$ cat config.mk
export PLATFORM = sky130hd
export DESIGN_NAME = sacc_top
export DESIGN_NICKNAME = d
export VERILOG_FILES = /design/src/rtl/sacc_pkg.sv /design/src/rtl/sacc_top.sv
export SDC_FILE = /design/constraint.sdc
export NUM_CORES = 1
export LEC_CHECK = 0
export BUFFER_PORTS_ARGS = -buffer_cell sky130_fd_sc_hd__buf_2
export CELL_PAD_IN_SITES_DETAIL_PLACEMENT = 1
export CELL_PAD_IN_SITES_GLOBAL_PLACEMENT = 2
export CORE_ASPECT_RATIO = 1.2
export CORE_MARGIN = 8
export CORE_UTILIZATION = 29
export CTS_CLUSTER_DIAMETER = 30
export DETAILED_ROUTE_END_ITERATION = 8
export PLACE_DENSITY = 0.77
export SLEW_MARGIN = 20
export SYNTH_ARGS = -nofsm -noshare
export SYNTH_HDL_FRONTEND = slang
export SYNTH_SLANG_ARGS = --single-unit
$ cat constraint.sdc
create_clock -name aclk -period 2.7 [get_ports aclk]
set_input_delay 0.135 -clock aclk [delete_from_list [all_inputs] [get_ports aclk]]
set_output_delay 0.135 -clock aclk [all_outputs]
set_load 0.05 [all_outputs]
$ cat src/rtl/sacc_pkg.sv
package sacc_pkg;
  // ----------------------------------------
  // timing
  // ----------------------------------------
  localparam int clk_mhz = 100;
  localparam int clk_ns = 10;
  localparam int fast_period_ns = 1000;
  localparam int normal_period_ns = 1250;
  localparam int fast_cycles = fast_period_ns / clk_ns;
  localparam int normal_cycles = normal_period_ns / clk_ns;
  localparam int acq_cycles_fast = fast_cycles - 17;
  localparam int acq_cycles_normal = normal_cycles - 17;
  localparam int acq_cycles_low = acq_cycles_normal + 30;
  localparam int cnt_w = 8;
  // ----------------------------------------
  // data
  // ----------------------------------------
  localparam int res_bits = 16;
  localparam int msb = res_bits - 1;
  localparam logic [15:0] code_max = 16'hffff;
  localparam logic [15:0] code_min = 16'h0000;
  localparam logic [15:0] msb_mask = 16'h8000;
  // ----------------------------------------
  // axi-lite map
  // ----------------------------------------
  localparam logic [3:0] addr_ctrl = 4'h0;
  localparam logic [3:0] addr_status = 4'h4;
  localparam logic [3:0] addr_result = 4'h8;
  localparam logic [3:0] addr_count = 4'hc;
  localparam int ctrl_fast = 0;
  localparam int ctrl_low = 1;
  localparam int ctrl_coding = 2;
  localparam int ctrl_pd = 3;
  localparam logic [31:0] ctrl_reset = 32'h0000_0004;
  localparam logic [1:0] resp_okay = 2'h0;
  localparam logic [1:0] resp_slverr = 2'h2;

  typedef enum logic [1:0] {
    sacc_idle_s = 2'b00,
    sacc_acq_s = 2'b01,
    sacc_conv_s = 2'b10,
    sacc_done_s = 2'b11
  } sacc_state_t;
endpackage

$ cat src/rtl/sacc_top.sv
// The address map and the AXI4-Lite register port are this design's own decisions.
`timescale 1ns/1ps
// Behaviour
// - start falling edge holds sample, starts conversion
// - sixteen steps, msb first to lsb
// - code formed, then busy falls
// - result belongs to conversion just finished
// - three modes: fast, normal, low-power
// - fast mode up to 1 MSPS
// - normal mode 800 kSPS, no gap limit
// - coding select picks binary or twos complement
// - twos complement is binary, msb inverted
// - over-range saturates to full-scale code
// - under-range saturates to minimum code
// - low-power: start held low converts at acq end
// - aresetn low, or a soft reset (ctrl bit 4 written), aborts conversion
// - power-down finishes current, blocks new starts
module sacc_top (
  input wire logic aclk,
  input wire logic aresetn,
  input wire logic conversion_start_n,
  input wire logic comparator_high,
  input wire logic over_range,
  input wire logic under_range,
  output logic busy,
  output logic hold_sample,
  output logic [15:0] dac_code,
  output logic [15:0] result,
  output logic result_valid,
  input wire logic [31:0] s_axi_awaddr,
  input wire logic s_axi_awvalid,
  output logic s_axi_awready,
  input wire logic [31:0] s_axi_wdata,
  input wire logic [3:0] s_axi_wstrb,
  input wire logic s_axi_wvalid,
  output logic s_axi_wready,
  output logic [1:0] s_axi_bresp,
  output logic s_axi_bvalid,
  input wire logic s_axi_bready,
  input wire logic [31:0] s_axi_araddr,
  input wire logic s_axi_arvalid,
  output logic s_axi_arready,
  output logic [31:0] s_axi_rdata,
  output logic [1:0] s_axi_rresp,
  output logic s_axi_rvalid,
  input wire logic s_axi_rready
);
  // ----------------------------------------
  // control register
  // ----------------------------------------
  logic [31:0] ctrl;
  logic [15:0] conv_count;
  logic [31:0] next_ctrl;
  logic aw_hold, w_hold;
  logic [3:0] aw_addr;
  logic aw_hi;
  logic [31:0] w_data;
  logic [3:0] w_strb;
  logic mode_fast, mode_low, coding_bin, pd_req, soft_reset;

  assign mode_fast = ctrl[sacc_pkg::ctrl_fast];
  assign mode_low = ctrl[sacc_pkg::ctrl_low] & ~ctrl[sacc_pkg::ctrl_fast];
  assign coding_bin = ctrl[sacc_pkg::ctrl_coding];
  assign pd_req = ctrl[sacc_pkg::ctrl_pd];
  assign soft_reset = aw_hold & w_hold & ~s_axi_bvalid & (aw_addr == sacc_pkg::addr_ctrl) & ~aw_hi
                      & w_strb[0] & w_data[4];

  always_comb begin
    next_ctrl = ctrl;
    for (int i = 0; i < 4; i++) begin
      if (w_strb[i]) begin
        next_ctrl[i*8 +: 8] = w_data[i*8 +: 8];
      end
    end
    next_ctrl[31:4] = '0;
  end

  // ----------------------------------------
  // axi write channel
  // ----------------------------------------
  always_ff @(posedge aclk) begin
    if (!aresetn) begin
      aw_hold <= 1'b0;
      w_hold <= 1'b0;
      aw_addr <= '0;
      aw_hi <= 1'b0;
      w_data <= '0;
      w_strb <= '0;
      s_axi_awready <= 1'b0;
      s_axi_wready <= 1'b0;
      s_axi_bvalid <= 1'b0;
      s_axi_bresp <= sacc_pkg::resp_okay;
      ctrl <= sacc_pkg::ctrl_reset;
    end else begin
      s_axi_awready <= ~aw_hold & ~s_axi_awready & ~s_axi_bvalid;
      s_axi_wready <= ~w_hold & ~s_axi_wready & ~s_axi_bvalid;
      if (s_axi_awvalid && s_axi_awready) begin
        aw_hold <= 1'b1;
        aw_addr <= s_axi_awaddr[3:0];
        // only the low nibble is decoded, so any upper bit marks a miss
        aw_hi <= |s_axi_awaddr[31:4];
        s_axi_awready <= 1'b0;
      end
      if (s_axi_wvalid && s_axi_wready) begin
        w_hold <= 1'b1;
        w_data <= s_axi_wdata;
        w_strb <= s_axi_wstrb;
        s_axi_wready <= 1'b0;
      end
      if (aw_hold && w_hold && !s_axi_bvalid) begin
        s_axi_bvalid <= 1'b1;
        if (aw_addr == sacc_pkg::addr_ctrl && !aw_hi) begin
          ctrl <= next_ctrl;
          s_axi_bresp <= sacc_pkg::resp_okay;
        end else begin
          s_axi_bresp <= sacc_pkg::resp_slverr;
        end
      end
      if (s_axi_bvalid && s_axi_bready) begin
        s_axi_bvalid <= 1'b0;
        aw_hold <= 1'b0;
        w_hold <= 1'b0;
      end
    end
  end

  // ----------------------------------------
  // conversion sequencer
  // ----------------------------------------
  sacc_pkg::sacc_state_t state;
  logic start_d;
  logic start_fall;
  logic [sacc_pkg::cnt_w-1:0] acq_cnt;
  logic [sacc_pkg::cnt_w-1:0] acq_len;
  logic [3:0] bit_idx;
  logic [15:0] trial;
  logic [15:0] bin_code;
  logic [15:0] next_trial;

  assign start_fall = start_d & ~conversion_start_n;
  // acq_len is shortest in fast mode, but only the low-power start waits for it; low-power idles longer
  assign acq_len = mode_fast ? sacc_pkg::cnt_w'(sacc_pkg::acq_cycles_fast) :
                   mode_low ? sacc_pkg::cnt_w'(sacc_pkg::acq_cycles_low) :
                   sacc_pkg::cnt_w'(sacc_pkg::acq_cycles_normal);

  // per bit: the bit under test keeps the comparator's verdict, the next lower bit is tried
  for (genvar k = 0; k < sacc_pkg::res_bits; k++) begin : g_step
    assign next_trial[k] = (k == int'(bit_idx)) ? (trial[k] & comparator_high) :
                           ((k + 1 == int'(bit_idx)) ? 1'b1 : trial[k]);
  end

  always_ff @(posedge aclk) begin
    if (!aresetn || soft_reset) begin
      start_d <= 1'b1;
    end else begin
      start_d <= conversion_start_n;
    end
  end

  always_ff @(posedge aclk) begin
    if (!aresetn || soft_reset) begin
      state <= sacc_pkg::sacc_idle_s;
      acq_cnt <= '0;
      bit_idx <= '0;
      trial <= '0;
      bin_code <= '0;
      busy <= 1'b0;
      hold_sample <= 1'b0;
      dac_code <= '0;
    end else begin
      unique case (state)
        sacc_pkg::sacc_idle_s: begin
          // power-down only blocks new starts; a running conversion is never cut short
          if ((start_fall || (mode_low && !conversion_start_n && acq_cnt == acq_len))
              && !pd_req) begin
            state <= sacc_pkg::sacc_conv_s;
            busy <= 1'b1;
            hold_sample <= 1'b1;
            bit_idx <= 4'(sacc_pkg::msb);
            trial <= sacc_pkg::msb_mask;
            dac_code <= sacc_pkg::msb_mask;
          end else if (acq_cnt != acq_len) begin
            acq_cnt <= acq_cnt + 1'b1;
          end
        end
        sacc_pkg::sacc_conv_s: begin
          // start edges fall here unseen, so a busy conversion runs on
          trial <= next_trial;
          dac_code <= next_trial;
          if (bit_idx == 4'h0) begin
            state <= sacc_pkg::sacc_done_s;
            bin_code <= over_range ? sacc_pkg::code_max :
                        under_range ? sacc_pkg::code_min : next_trial;
          end else begin
            bit_idx <= bit_idx - 4'h1;
          end
        end
        sacc_pkg::sacc_done_s: begin
          busy <= 1'b0;
          hold_sample <= 1'b0;
          acq_cnt <= '0;
          state <= sacc_pkg::sacc_idle_s;
        end
        default: begin
          state <= sacc_pkg::sacc_idle_s;
        end
      endcase
    end
  end

  // ----------------------------------------
  // result register
  // ----------------------------------------
  // soft reset only aborts the sequencer; the last word and the count survive it
  always_ff @(posedge aclk) begin
    if (!aresetn) begin
      result <= '0;
      result_valid <= 1'b0;
      conv_count <= '0;
    end else begin
      result_valid <= 1'b0;
      if (state == sacc_pkg::sacc_done_s && !soft_reset) begin
        // coded word lands together with busy falling, from this sample only
        result <= coding_bin ? bin_code : (bin_code ^ sacc_pkg::msb_mask);
        result_valid <= 1'b1;
        conv_count <= conv_count + 16'h0001;
      end
    end
  end

  // ----------------------------------------
  // axi read channel
  // ----------------------------------------
  always_ff @(posedge aclk) begin
    if (!aresetn) begin
      s_axi_arready <= 1'b0;
      s_axi_rvalid <= 1'b0;
      s_axi_rdata <= '0;
      s_axi_rresp <= sacc_pkg::resp_okay;
    end else begin
      s_axi_arready <= ~s_axi_arready & ~s_axi_rvalid;
      if (s_axi_arvalid && s_axi_arready) begin
        s_axi_arready <= 1'b0;
        s_axi_rvalid <= 1'b1;
        s_axi_rresp <= sacc_pkg::resp_okay;
        // only the low nibble is decoded, so any upper bit marks a miss
        if (|s_axi_araddr[31:4]) begin
          s_axi_rdata <= '0;
          s_axi_rresp <= sacc_pkg::resp_slverr;
        end else begin
          unique case (s_axi_araddr[3:0])
            sacc_pkg::addr_ctrl: s_axi_rdata <= ctrl;
            sacc_pkg::addr_status: s_axi_rdata <= {28'h0000000, state == sacc_pkg::sacc_idle_s,
                                                    pd_req, hold_sample, busy};
            sacc_pkg::addr_result: s_axi_rdata <= {16'h0000, result};
            sacc_pkg::addr_count: s_axi_rdata <= {16'h0000, conv_count};
            default: begin
              s_axi_rdata <= '0;
              s_axi_rresp <= sacc_pkg::resp_slverr;
            end
          endcase
        end
      end else if (s_axi_rvalid && s_axi_rready) begin
        s_axi_rvalid <= 1'b0;
      end
    end
  end
endmodule // sacc_top

==> results of run 1 <==
## power by group
part / total [mW] / internal, mW / switching, mW
clock: 2.25 / 1.38 / 0.866
combinational: 1.64 / 0.579 / 1.07
sequential: 2.14 / 1.97 / 0.171
total: 6.03 / 3.93 / 2.10
## critical path: cells and delay by family, from the launching register on
family,cells,cell delay (ps)
and+or+nand+nor,3,1100
DFF,1,560
AOI/OAI and AO/OA,2,640
## registers in the layout, indices dropped and copies added (netlist names), 2 cells and up
| signal | flops |
|---|---|
| aw_addr | 4 |
| state | 2 |
| conv_count | 16 |
| bit_idx | 4 |
| ctrl | 4 |
| s_axi_rdata | 16 |
| trial | 16 |
| bin_code | 16 |
| acq_cnt | 8 |
| result | 16 |
| w_data | 5 |
## layout make-up
type	instances	share of cell area, %
multi-input cells	524	41.83
flip-flops and latches	121	32.29
repair buffers	170	12.81
clock buffers	18	5.855
well taps	265	4.420
clock inverters	14	1.985
inverters	16	0.8007
## cell usage after synthesis (10+ instances only)
master	count	share of area, %
sky130_fd_sc_hd__nand3_1	21	1.8
sky130_fd_sc_hd__nor3_1	10	0.85
sky130_fd_sc_hd__a22oi_1	13	1.7
sky130_fd_sc_hd__nand2_1	89	5.7
sky130_fd_sc_hd__nor4_1	15	1.6
sky130_fd_sc_hd__clkbuf_1	29	1.9
sky130_fd_sc_hd__a22o_1	13	1.9
sky130_fd_sc_hd__dfxtp_1	121	41
sky130_fd_sc_hd__o21ai_0	53	4.5
sky130_fd_sc_hd__buf_4	21	2.7
sky130_fd_sc_hd__inv_1	15	0.96
sky130_fd_sc_hd__nor2_1	57	3.6
sky130_fd_sc_hd__and2_1	14	1.5
sky130_fd_sc_hd__a21oi_1	74	6.3
## cell families (layout without fill, tap and decap cells)
kind of cell    Yosys count  in the layout  synth area share (%)
other cells               1             18               0.06374
compound gates          207            207                 22.46
simple gates            271            271                 23.76
fa+ha+maj                 9              9                 1.914
xor+xnor                 11             11                 1.638
buf+inv                  75            218                 6.784
mux                       8              8                 2.212
flops                   121            121                 41.17
## placed cells by master (no fill, tap or decap), types with 4 or more instances in the layout
| cell type | count |
|---|---|
| sky130_fd_sc_hd__buf_4 | 20 |
| sky130_fd_sc_hd__a21oi_1 | 74 |
| sky130_fd_sc_hd__and2_1 | 14 |
| sky130_fd_sc_hd__or3_1 | 7 |
| sky130_fd_sc_hd__clkinvlp_4 | 4 |
| sky130_fd_sc_hd__clkbuf_16 | 17 |
| sky130_fd_sc_hd__a2111oi_0 | 4 |
| sky130_fd_sc_hd__conb_1 | 18 |
| sky130_fd_sc_hd__a21o_1 | 5 |
| sky130_fd_sc_hd__a22o_1 | 13 |
| sky130_fd_sc_hd__nor4_1 | 15 |
| sky130_fd_sc_hd__and3_1 | 8 |
| sky130_fd_sc_hd__a22oi_1 | 13 |
| sky130_fd_sc_hd__mux4_2 | 4 |
| sky130_fd_sc_hd__nor2_1 | 57 |
| sky130_fd_sc_hd__nand3_1 | 21 |
| sky130_fd_sc_hd__ha_1 | 9 |
| sky130_fd_sc_hd__nor2b_1 | 5 |
| sky130_fd_sc_hd__nand2b_1 | 9 |
| sky130_fd_sc_hd__a211oi_1 | 5 |
| sky130_fd_sc_hd__dlygate4sd3_1 | 12 |
| sky130_fd_sc_hd__a31oi_1 | 4 |
| sky130_fd_sc_hd__dfxtp_1 | 121 |
| sky130_fd_sc_hd__nand2_1 | 89 |
| sky130_fd_sc_hd__inv_1 | 15 |
| sky130_fd_sc_hd__buf_2 | 138 |
| sky130_fd_sc_hd__nand4_1 | 8 |
| sky130_fd_sc_hd__o21ai_0 | 53 |
| sky130_fd_sc_hd__xor2_1 | 6 |
| sky130_fd_sc_hd__mux2i_1 | 4 |
| sky130_fd_sc_hd__nor3_1 | 10 |
| sky130_fd_sc_hd__xnor2_1 | 5 |
| sky130_fd_sc_hd__o22ai_1 | 9 |
| sky130_fd_sc_hd__a2bb2oi_1 | 5 |
## per-layer routing
layer | part of all wire [%] | wire (um) | vias to the layer above | GRT usage (%)
li1 | - | - | 2797 | -
met5 | 0 | 0 | - | 0
met1 | 46 | 8621 | 2667 | 17.56
met4 | 1.2 | 218 | 0 | 4.127
met3 | 5.5 | 1035 | 15 | 4.791
met2 | 47 | 8865 | 146 | 25.53
## how the worst min path moves through the flow
stage / from / to / cells after the start
2_1_floorplan: conversion_start_n / start_d / 1
3_3_place_gp: s_axi_awaddr[3] / aw_addr[3] / 3
3_5_place_dp: s_axi_awaddr[3] / aw_addr[3] / 3
4_1_cts: s_axi_bready / aw_hold / 3
5_1_grt: over_range / bin_code[15] / 3
6_report: over_range / bin_code[15] / 3
## what timing repair did
action | 4_1_cts | 5_1_grt
hold buffers | 12 | 0
endpoints found under the hold margin | 12 | 0
buffers inserted | 0 | 0
## per-stage QoR
step / power, mW / area (sq um) / instances / hold slack, ps / util (%)
after floorplan: 3.321 / 5947 / 720 / 236.5 / -
after global placement: 3.792 / 6793 / 1084 / 385.7 / 33.78
after detailed placement: 3.806 / 6793 / 1084 / 388.4 / 33.78
after CTS: 6.102 / 7501 / 1128 / 27.70 / 37.30
after global routing: 6.370 / 7501 / 1128 / 40.29 / 37.30
final: 6.032 / 7501 / 1128 / 34.07 / 37.30
==> results.txt, run 1 <==
----------------------------------------------------
[Run status]
  Outcome ... finished, final reports clean

[Yosys]
  Yosys warning count ... 0
  Share of the yosys chip area belonging to registers ... about two fifths
  Commonest register cell after synthesis ... sky130_fd_sc_hd__dfxtp_1
  Proportion of register bits with asynchronous set or reset after synthesis ... 0%
  EDFF count, synth ... 0
  Average size of a mapped cell ... between 8 and 9 sq um
  Number of distinct library cells after synthesis ... 70
  Netlist area before placement ... a little under 0.006 sq mm
  Cell count after synthesis ... 703
  Yosys reg bits ... 121

[Run]
  Count of maximum capacitance violations ... 0

[Setup path]
  Worst flop-to-flop path startpoint ... ctrl[0]
  Setup Crit Path Kind ... reg -> reg
  Crit path largest cell delay ... 850 ps
  Maximum fanout count along the critical path ... 15
  Worst Setup End Kind ... flop
  Data required time of the critical path ... slightly above 3000 ps
  Setup slack, reg-to-reg ... 350 ps
  Critical path launch point ... ctrl[0]
  Worst reg2reg path endpoint ... trial[0]
  Last element of the critical path ... trial[0]
  Signal arrival time at the worst endpoint ... between 2000 and 3000 ps
  Element type at the critical path start ... flop
  Cell chain of the critical path ... nor4b_1, a22oi_1, nor4_4, nor3_2, a22o_1
  Slowest stage cell, crit path ... sky130_fd_sc_hd__nor3_2
  Cells on worst reg2reg path ... 5

[Route]
  Via count ... between 5000 and 6000
  DRC errors left ... 0
  Post-detailed-route wirelength per cell ... 16.61 um
  Number of nets still failing antenna checks after routing ... 0
  Sum of routed wire length over all layers ... ~19 mm
  Post-detailed-route via-to-cell ratio ... roughly 5
  Drt first pass iters ... 4
  Number of DRC markers after the initial detailed-route iteration ... 261

[GRT]
  Wire length of the first global-routing pass ... between 30 and 40 mm
  Number of antenna violations at the first check in global routing ... 0
  Gr ovfl total ... 0
  Via count of the first global-routing pass ... 5836
  Total GRT Usage ... 14.85%
  Maximum number of pins on one net before global-route repair ... 56

[CTS]
  Clock Root Buffer ... sky130_fd_sc_hd__clkbuf_16
  CTS tree ... done
  Latest clock arrival within the worst-skew pair ... between 400 and 500 ps
  Clk sinks ... around 120
  Quantity of gates resized following cts ... 0
  Max Buffers Root-to-Sink ... 2
  Number of buffers created by CTS ... 17
  Clock slew seen by the registers of the worst setup and hold paths ... roughly 60 ps
  Number of levels in the clock H-tree ... 4

[Final layout]
  Number of diodes ... 0
  Share of post-route cells with drive strength above 1 ... 25.14%
  Area of the multi-input gates ... 0.003138 sq mm
  # nets final ... slightly below 1000
  Area overhead of the layout relative to synthesis ... 27.50%
  FILL cells ... roughly 2500
  Total area of sequential cells ... 0.002422 sq mm

[STA]
  Measured slew at the worst slew-check pin ... 1049 ps
  Post-route clock skew ... 11.75 ps
  Final clock period utilization by the worst path ... approximately 87%
  Normalized max-slew margin ... between 20% and 30%
  Min cycle time layout ... 2347 ps
  Fin worst setup slack ... 353.2 ps
  Final hold violation count ... 0
  Unrepaired setup endpoints after global routing ... false
  Count of pins over their slew limit ... 0
  Highest Clock Rate ... roughly 430 MHz
  Setup-failing EPs final ... 0
  Sum of negative setup slack ... 0 ps

[Pwr]
  Static leakage power ... approximately 3 nW
  Worst-case vdd ir drop ... roughly 0.00046 V
  Areal power density over the cells ... ~800 mW/mm^2

[Floorplanning]
  Chip height ... approximately 170 um
  Die Footprint ... 0.02512 sq mm
  Floorplan core area ... about 0.02 sq mm
  Core Rows ... 57
  Initial core utilization ... slightly below 30%
  Die width ... around 150 um
  Ports ... roughly 190

[Place]
  Number of port buffers ... 138
  Detailed Place HPWL ... 13.96 mm
  Weighted congestion at the end of routability-driven global placement ... approximately 0.76
  Worst setup slack before clock tree synthesis ... about 330 ps

[Min path]
  Hold Crit Class ... in -> reg

----------------------------------------------------
(Power assumes the default switching activity.)
==> inputs of run 2 (changes only) <==
- RECOVER_POWER: not set -> 50
==> results.txt, run 2 (same netlist as run 1, synthesis figures left out) <==
----------------------------------------------------
[Run status]
  Outcome ... complete, but fails checks
  Violations in the final reports ... capacitance limit, slew limit

[Pwr]
  Switching power ... roughly 2.1 mW
  Areal power density over the cells ... slightly above 800 mW/mm^2
  Static leakage power ... approximately 2.7 nW
  Combinational share of power ... between 20% and 30%
  Sequential cell fraction of total power ... a little over a third
  Design internal power ... roughly 4 mW
  Sw Ratio ... 34.89%
  Worst-case vdd ir drop ... 0.0004585 V
  Clock power frac ... between 30 and 40%

[Final layout]
  Share of post-route cells with drive strength above 1 ... 17.96%
  # nets final ... 970
  FILL cells ... 2499
  Commonest non-fill, non-tap cells in the layout ... sky130_fd_sc_hd__dfxtp_1 (121), sky130_fd_sc_hd__nand2_1 (89), sky130_fd_sc_hd__buf_2 (79)
  Area overhead of the layout relative to synthesis ... 26.05%
  Number of diodes ... 0
  Commonest non-fill, non-tap cell in the layout ... sky130_fd_sc_hd__dfxtp_1
  Core Util, Final ... ~37%

[STA]
  Measured slew at the worst slew-check pin ... 2466 ps
  Final clock period utilization by the worst path ... between 80% and 90%
  Setup-failing EPs final ... 0
  Final hold violation count ... 0
  Sum of negative setup slack ... 0 ps
  Count of pins over their slew limit ... 56
  Unrepaired setup endpoints after global routing ... false
  Min cycle time layout ... roughly 2300 ps
  Post-route clock skew ... 13.83 ps
  Highest Clock Rate ... ~430 MHz
  Normalized max-slew margin ... -64.42%

[Route]
  Number of nets still failing antenna checks after routing ... 0
  Drt first pass iters ... 4
  Post-detailed-route via-to-cell ratio ... around 5.0
  Number of DRC markers after the initial detailed-route iteration ... around 260
  Post-detailed-route wirelength per cell ... roughly 17 um
  DRC errors left ... 0
  Sum of routed wire length over all layers ... about 19 mm
  Via count ... 5635

[Setup path]
  Slowest stage cell, crit path ... sky130_fd_sc_hd__nor3_2
  Maximum fanout count along the critical path ... 15
  Top cell family by delay on the critical path ... simple AND/OR/NAND/NOR gates
  Worst Setup End Kind ... flop
  Data required time of the critical path ... 3060 ps
  Element type at the critical path start ... flop
  Crit path largest cell delay ... 850 ps
  Signal arrival time at the worst endpoint ... ~2700 ps
  Cell chain of the critical path ... nor4b_1, a22oi_1, nor4_4, nor3_2, a22o_1
  Setup Crit Path Kind ... reg -> reg
  Buffers & Inverters on Critical Path ... 0

[CTS]
  Number of buffers created by CTS ... 17
  CTS tree ... done
  Clock slew seen by the registers of the worst setup and hold paths ... around 60 ps
  Latest clock arrival within the worst-skew pair ... ~420 ps
  Max Buffers Root-to-Sink ... 2
  Clock Root Buffer ... sky130_fd_sc_hd__clkbuf_16
  Quantity of gates resized following cts ... 0
  Total setup buffers inserted after CTS ... 0
  Number of levels in the clock H-tree ... 4
  Clk sinks ... 121

[GRT]
  Met1 usage in global routing ... approximately 18%
  Wire length of the first global-routing pass ... a little over 30 mm
  Gr ovfl total ... 0
  Maximum number of pins on one net before global-route repair ... 56
  M3 GR Usage ... 4.791%
  Total GRT Usage ... between 10% and 20%
  Highest-utilization routing layer at the global route stage ... met2
  Number of antenna violations at the first check in global routing ... 0
  M2 GR Usage ... 25.53%
  Via count of the first global-routing pass ... ~5800

[Floorplanning]
  Initial core utilization ... approximately 30%
  Ports ... between 150 and 200
  Die width ... 146.0 um
  Die Footprint ... ~0.025 sq mm
  Floorplan core area ... between 0.02 and 0.025 sq mm
  Chip height ... 172.0 um
  Core Rows ... 57

[Run]
  Count of maximum capacitance violations ... 1

[Place]
  Detailed Place HPWL ... ~14 mm
  Number of port buffers ... roughly 140
  Weighted congestion at the end of routability-driven global placement ... 0.7566

[Min path]
  Hold Crit Class ... in -> reg

----------------------------------------------------
==> run 2: cell count changes in the layout (fill, tap and decap cells not counted) <==
cell and delta:
sky130_fd_sc_hd__buf_4 -3, sky130_fd_sc_hd__buf_2 -59, sky130_fd_sc_hd__clkbuf_1 +62, sky130_fd_sc_hd__and2_1 -6, sky130_fd_sc_hd__and2_0 +6
==> run 2: power groups by stage <==
| stage | Combinational, mW | Sequential, mW | Clock [mW] |
|---|---|---|---|
| 2_1_floorplan | 1.12 | 2.21 | 0 |
| 3_3_place_gp | 1.62 | 2.17 | 0 |
| 3_5_place_dp | 1.63 | 2.18 | 0 |
| 4_1_cts | 1.66 | 2.14 | 2.30 |
| 5_1_grt | 1.81 | 2.17 | 2.38 |
| 6_report | 1.63 | 2.14 | 2.25 |
==> run 2: what timing repair did <==
| action | 4_1_cts | 5_1_grt |
|---|---|---|
| endpoints found under the hold margin | 12 | 0 |
| setup endpoints to repair | 0 | 0 |
| hold buffers | 12 | 0 |
==> run 2: layer usage <==
metal  share of wire [%]  wire (um)  vias up
met5                   0          0        -
met2                  47       8835      144
met1                  47       8789     2681
met4                 1.1        211        0
li1                    -          -     2796
met3                 5.0        946       14
==> run 2: worst min-delay path, cell delays in order <==
cell and delay (ps):
sky130_fd_sc_hd__buf_2 110, sky130_fd_sc_hd__o22ai_1 70, sky130_fd_sc_hd__nor2_1 90
==> run 2: area by class of cell <==
type	instances	area, sq um	share of cell area (%)
Clock buffer	18	439.2	5.922
Clock inverter	14	148.9	2.008
Inverter	16	60.06	0.8099
Multi-Input combinational cell	524	3138	42.31
Sequential cell	121	2422	32.66
Tap cell	265	331.6	4.471
Timing Repair Buffer	170	875.8	11.81
==> run 2: final timing paths <==
kind	startpoint	endpoint	depth (start not counted)	slack [ps]
max	ctrl[0]	trial[9]	5	350
max reg2reg	ctrl[0]	trial[9]	5	350
min reg2reg	bin_code[10]	result[10]	2	450
min	over_range	bin_code[15]	3	30
==> run 2: stage by stage <==
stage	cells	hold WS, ps	power [mW]	setup WS [ps]	instance area, sq um
3_5_place_dp	1084	388.4	3.806	330.8	6793
4_1_cts	1128	27.70	6.102	285.7	7501
3_3_place_gp	1084	385.7	3.792	381.8	6793
5_1_grt	1128	40.29	6.360	143.5	7416
2_1_floorplan	720	236.5	3.321	657.5	5947
6_report	1128	33.92	6.017	352.0	7416
==> inputs of run 3 (changes only) <==
- clock period: 2.7 -> 2.27 ns (I/O delays scaled with it)
==> results.txt, run 3 (same netlist as run 1, synthesis figures left out) <==
----------------------------------------------------
[Pwr]
  Post-layout power ... just over 7 mW
  Worst-case vdd ir drop ... between 0.0005 and 0.0006 V
  Static leakage power ... 2.822 nW
  Areal power density over the cells ... 949.5 mW/mm^2

[Floorplanning]
  Initial core utilization ... 29.25%
  Die width ... ~150 um
  Chip height ... approximately 170 um
  Ports ... 187
  Die Footprint ... 0.02512 sq mm
  Core Rows ... 57
  Floorplan core area ... 0.02011 sq mm

[CTS]
  Clock slew seen by the registers of the worst setup and hold paths ... approximately 60 ps
  Latest clock arrival within the worst-skew pair ... between 400 and 500 ps
  Number of levels in the clock H-tree ... 4
  Clk sinks ... around 120
  Max Buffers Root-to-Sink ... 2
  Number of buffers created by CTS ... 17
  Clock Root Buffer ... sky130_fd_sc_hd__clkbuf_16
  CTS tree ... done

[Final layout]
  Area overhead of the layout relative to synthesis ... 29.14%
  Commonest non-fill, non-tap cell in the layout ... sky130_fd_sc_hd__dfxtp_1
  # nets final ... just under 1000
  Share of post-route cells with drive strength above 1 ... between 10% and 20%
  Commonest non-fill, non-tap cells in the layout ... sky130_fd_sc_hd__dfxtp_1 (121), sky130_fd_sc_hd__nand2_1 (89), sky130_fd_sc_hd__buf_2 (79)
  Number of diodes ... 0
  Final std cells w/o fill ... 1146

[Place]
  Cell Count Post-Placement ... between 1000 and 1500
  Weighted congestion at the end of routability-driven global placement ... roughly 0.75
  Detailed Place HPWL ... between 10 and 15 mm
  Worst setup slack before clock tree synthesis ... 44.48 ps
  Number of port buffers ... 138

[Setup path]
  Slowest stage cell, crit path ... sky130_fd_sc_hd__or4b_2
  Top cell family by delay on the critical path ... simple AND/OR/NAND/NOR gates
  Signal arrival time at the worst endpoint ... roughly 2500 ps
  CP most frequent cell ... sky130_fd_sc_hd__buf_4
  Crit path largest cell delay ... around 600 ps
  Maximum fanout count along the critical path ... 13
  Data required time of the critical path ... between 2000 and 3000 ps
  Setup Crit Path Kind ... reg -> reg
  Element type at the critical path start ... flop
  Cell chain of the critical path ... buf_4, nor2b_1, o21ai_0, o41ai_2, buf_4, or4b_2, a21oi_1
  Worst Setup End Kind ... flop
  Buffers & Inverters on Critical Path ... 2

[STA]
  Measured slew at the worst slew-check pin ... 1182 ps
  Final hold violation count ... 0
  Highest Clock Rate ... around 460 MHz
  Unrepaired setup endpoints after global routing ... true
  Setup-failing EPs final ... 0
  Min cycle time layout ... 2151 ps
  Final hold slack ... 35.04 ps
  Normalized max-slew margin ... about a fifth
  Final clock period utilization by the worst path ... roughly 95%
  Fin worst setup slack ... between 100 and 150 ps
  Post-route clock skew ... 6.514 ps
  Count of pins over their slew limit ... 0

[Route]
  Number of nets still failing antenna checks after routing ... 0
  Number of DRC markers after the initial detailed-route iteration ... ~270
  Via count ... about 5700
  Sum of routed wire length over all layers ... around 19 mm
  Drt first pass iters ... 4
  Post-detailed-route via-to-cell ratio ... approximately 4.9
  Post-detailed-route wirelength per cell ... roughly 17 um
  DRC errors left ... 0

[Min path]
  Hold Crit Class ... in -> reg

[GRT]
  Via count of the first global-routing pass ... ~5900
  Maximum number of pins on one net before global-route repair ... 56
  Total GRT Usage ... about 15%
  Number of antenna violations at the first check in global routing ... 0
  Wire length of the first global-routing pass ... 31.17 mm
  Gr ovfl total ... 0

[Run status]
  Outcome ... finished, final reports clean

[Run]
  Count of maximum capacitance violations ... 0

----------------------------------------------------
==> run 3: worst register-to-register path, stage by stage (launching register included) <==
cell and delay (ps):
sky130_fd_sc_hd__dfxtp_1 540, sky130_fd_sc_hd__buf_4 210, sky130_fd_sc_hd__nor2b_1 40, sky130_fd_sc_hd__o21ai_0 220, sky130_fd_sc_hd__o41ai_2 120, sky130_fd_sc_hd__buf_4 190, sky130_fd_sc_hd__or4b_2 610, sky130_fd_sc_hd__a21oi_1 160
==> run 3: repair_timing <==
item | CTS | global route
hold buffers | 14 | 0
endpoints found under the setup margin | 0 | 19
hold endpoints to repair | 15 | 0
setup buffers | 0 | 2
gates resized for setup | 0 | 6
==> run 3: path summary, 6_finish.rpt <==
| check | from | to | slack, ps | depth (start not counted) |
|---|---|---|---|---|
| worst max-delay path | ctrl[0] | acq_cnt[4] | 120 | 7 |
| worst min-delay path | s_axi_arvalid | s_axi_rresp[1] | 40 | 3 |
| worst min register to register | s_axi_rvalid | s_axi_arready | 450 | 1 |
| worst max register to register | ctrl[0] | acq_cnt[4] | 120 | 7 |
==> run 3: cell type report <==
class	count	area [sq um]
fillers	2489	12510
multi-input cells	524	3172
flip-flops and latches	121	2422
repair buffers	188	1037
clock buffers	20	456.7
well taps	265	331.6
clock inverters	12	117.6
inverters	16	60.06
==> run 3: per-stage QoR <==
stage	TNS, ps	area, sq um	util, %
after floorplan	0	5947	-
after global placement	0	6910	34.36
after detailed placement	0	6910	34.36
after CTS	0	7625	37.91
after global routing	-9.119	7597	37.78
final	0	7597	37.78
==> run 3: per-layer routing <==
layer	up-vias	track usage, %	share of wire, %
met5	-	0	0
met4	0	5.563	1.3
met3	16	4.503	5.3
met2	138	26.12	47
met1	2676	18.01	47
li1	2833	-	-
==> run 3: report_power, final <==
| part | internal (mW) | switching (mW) |
|---|---|---|
| Sequential | 2.34 | 0.177 |
| Clock | 1.57 | 1.05 |
| Combinational | 0.746 | 1.34 |
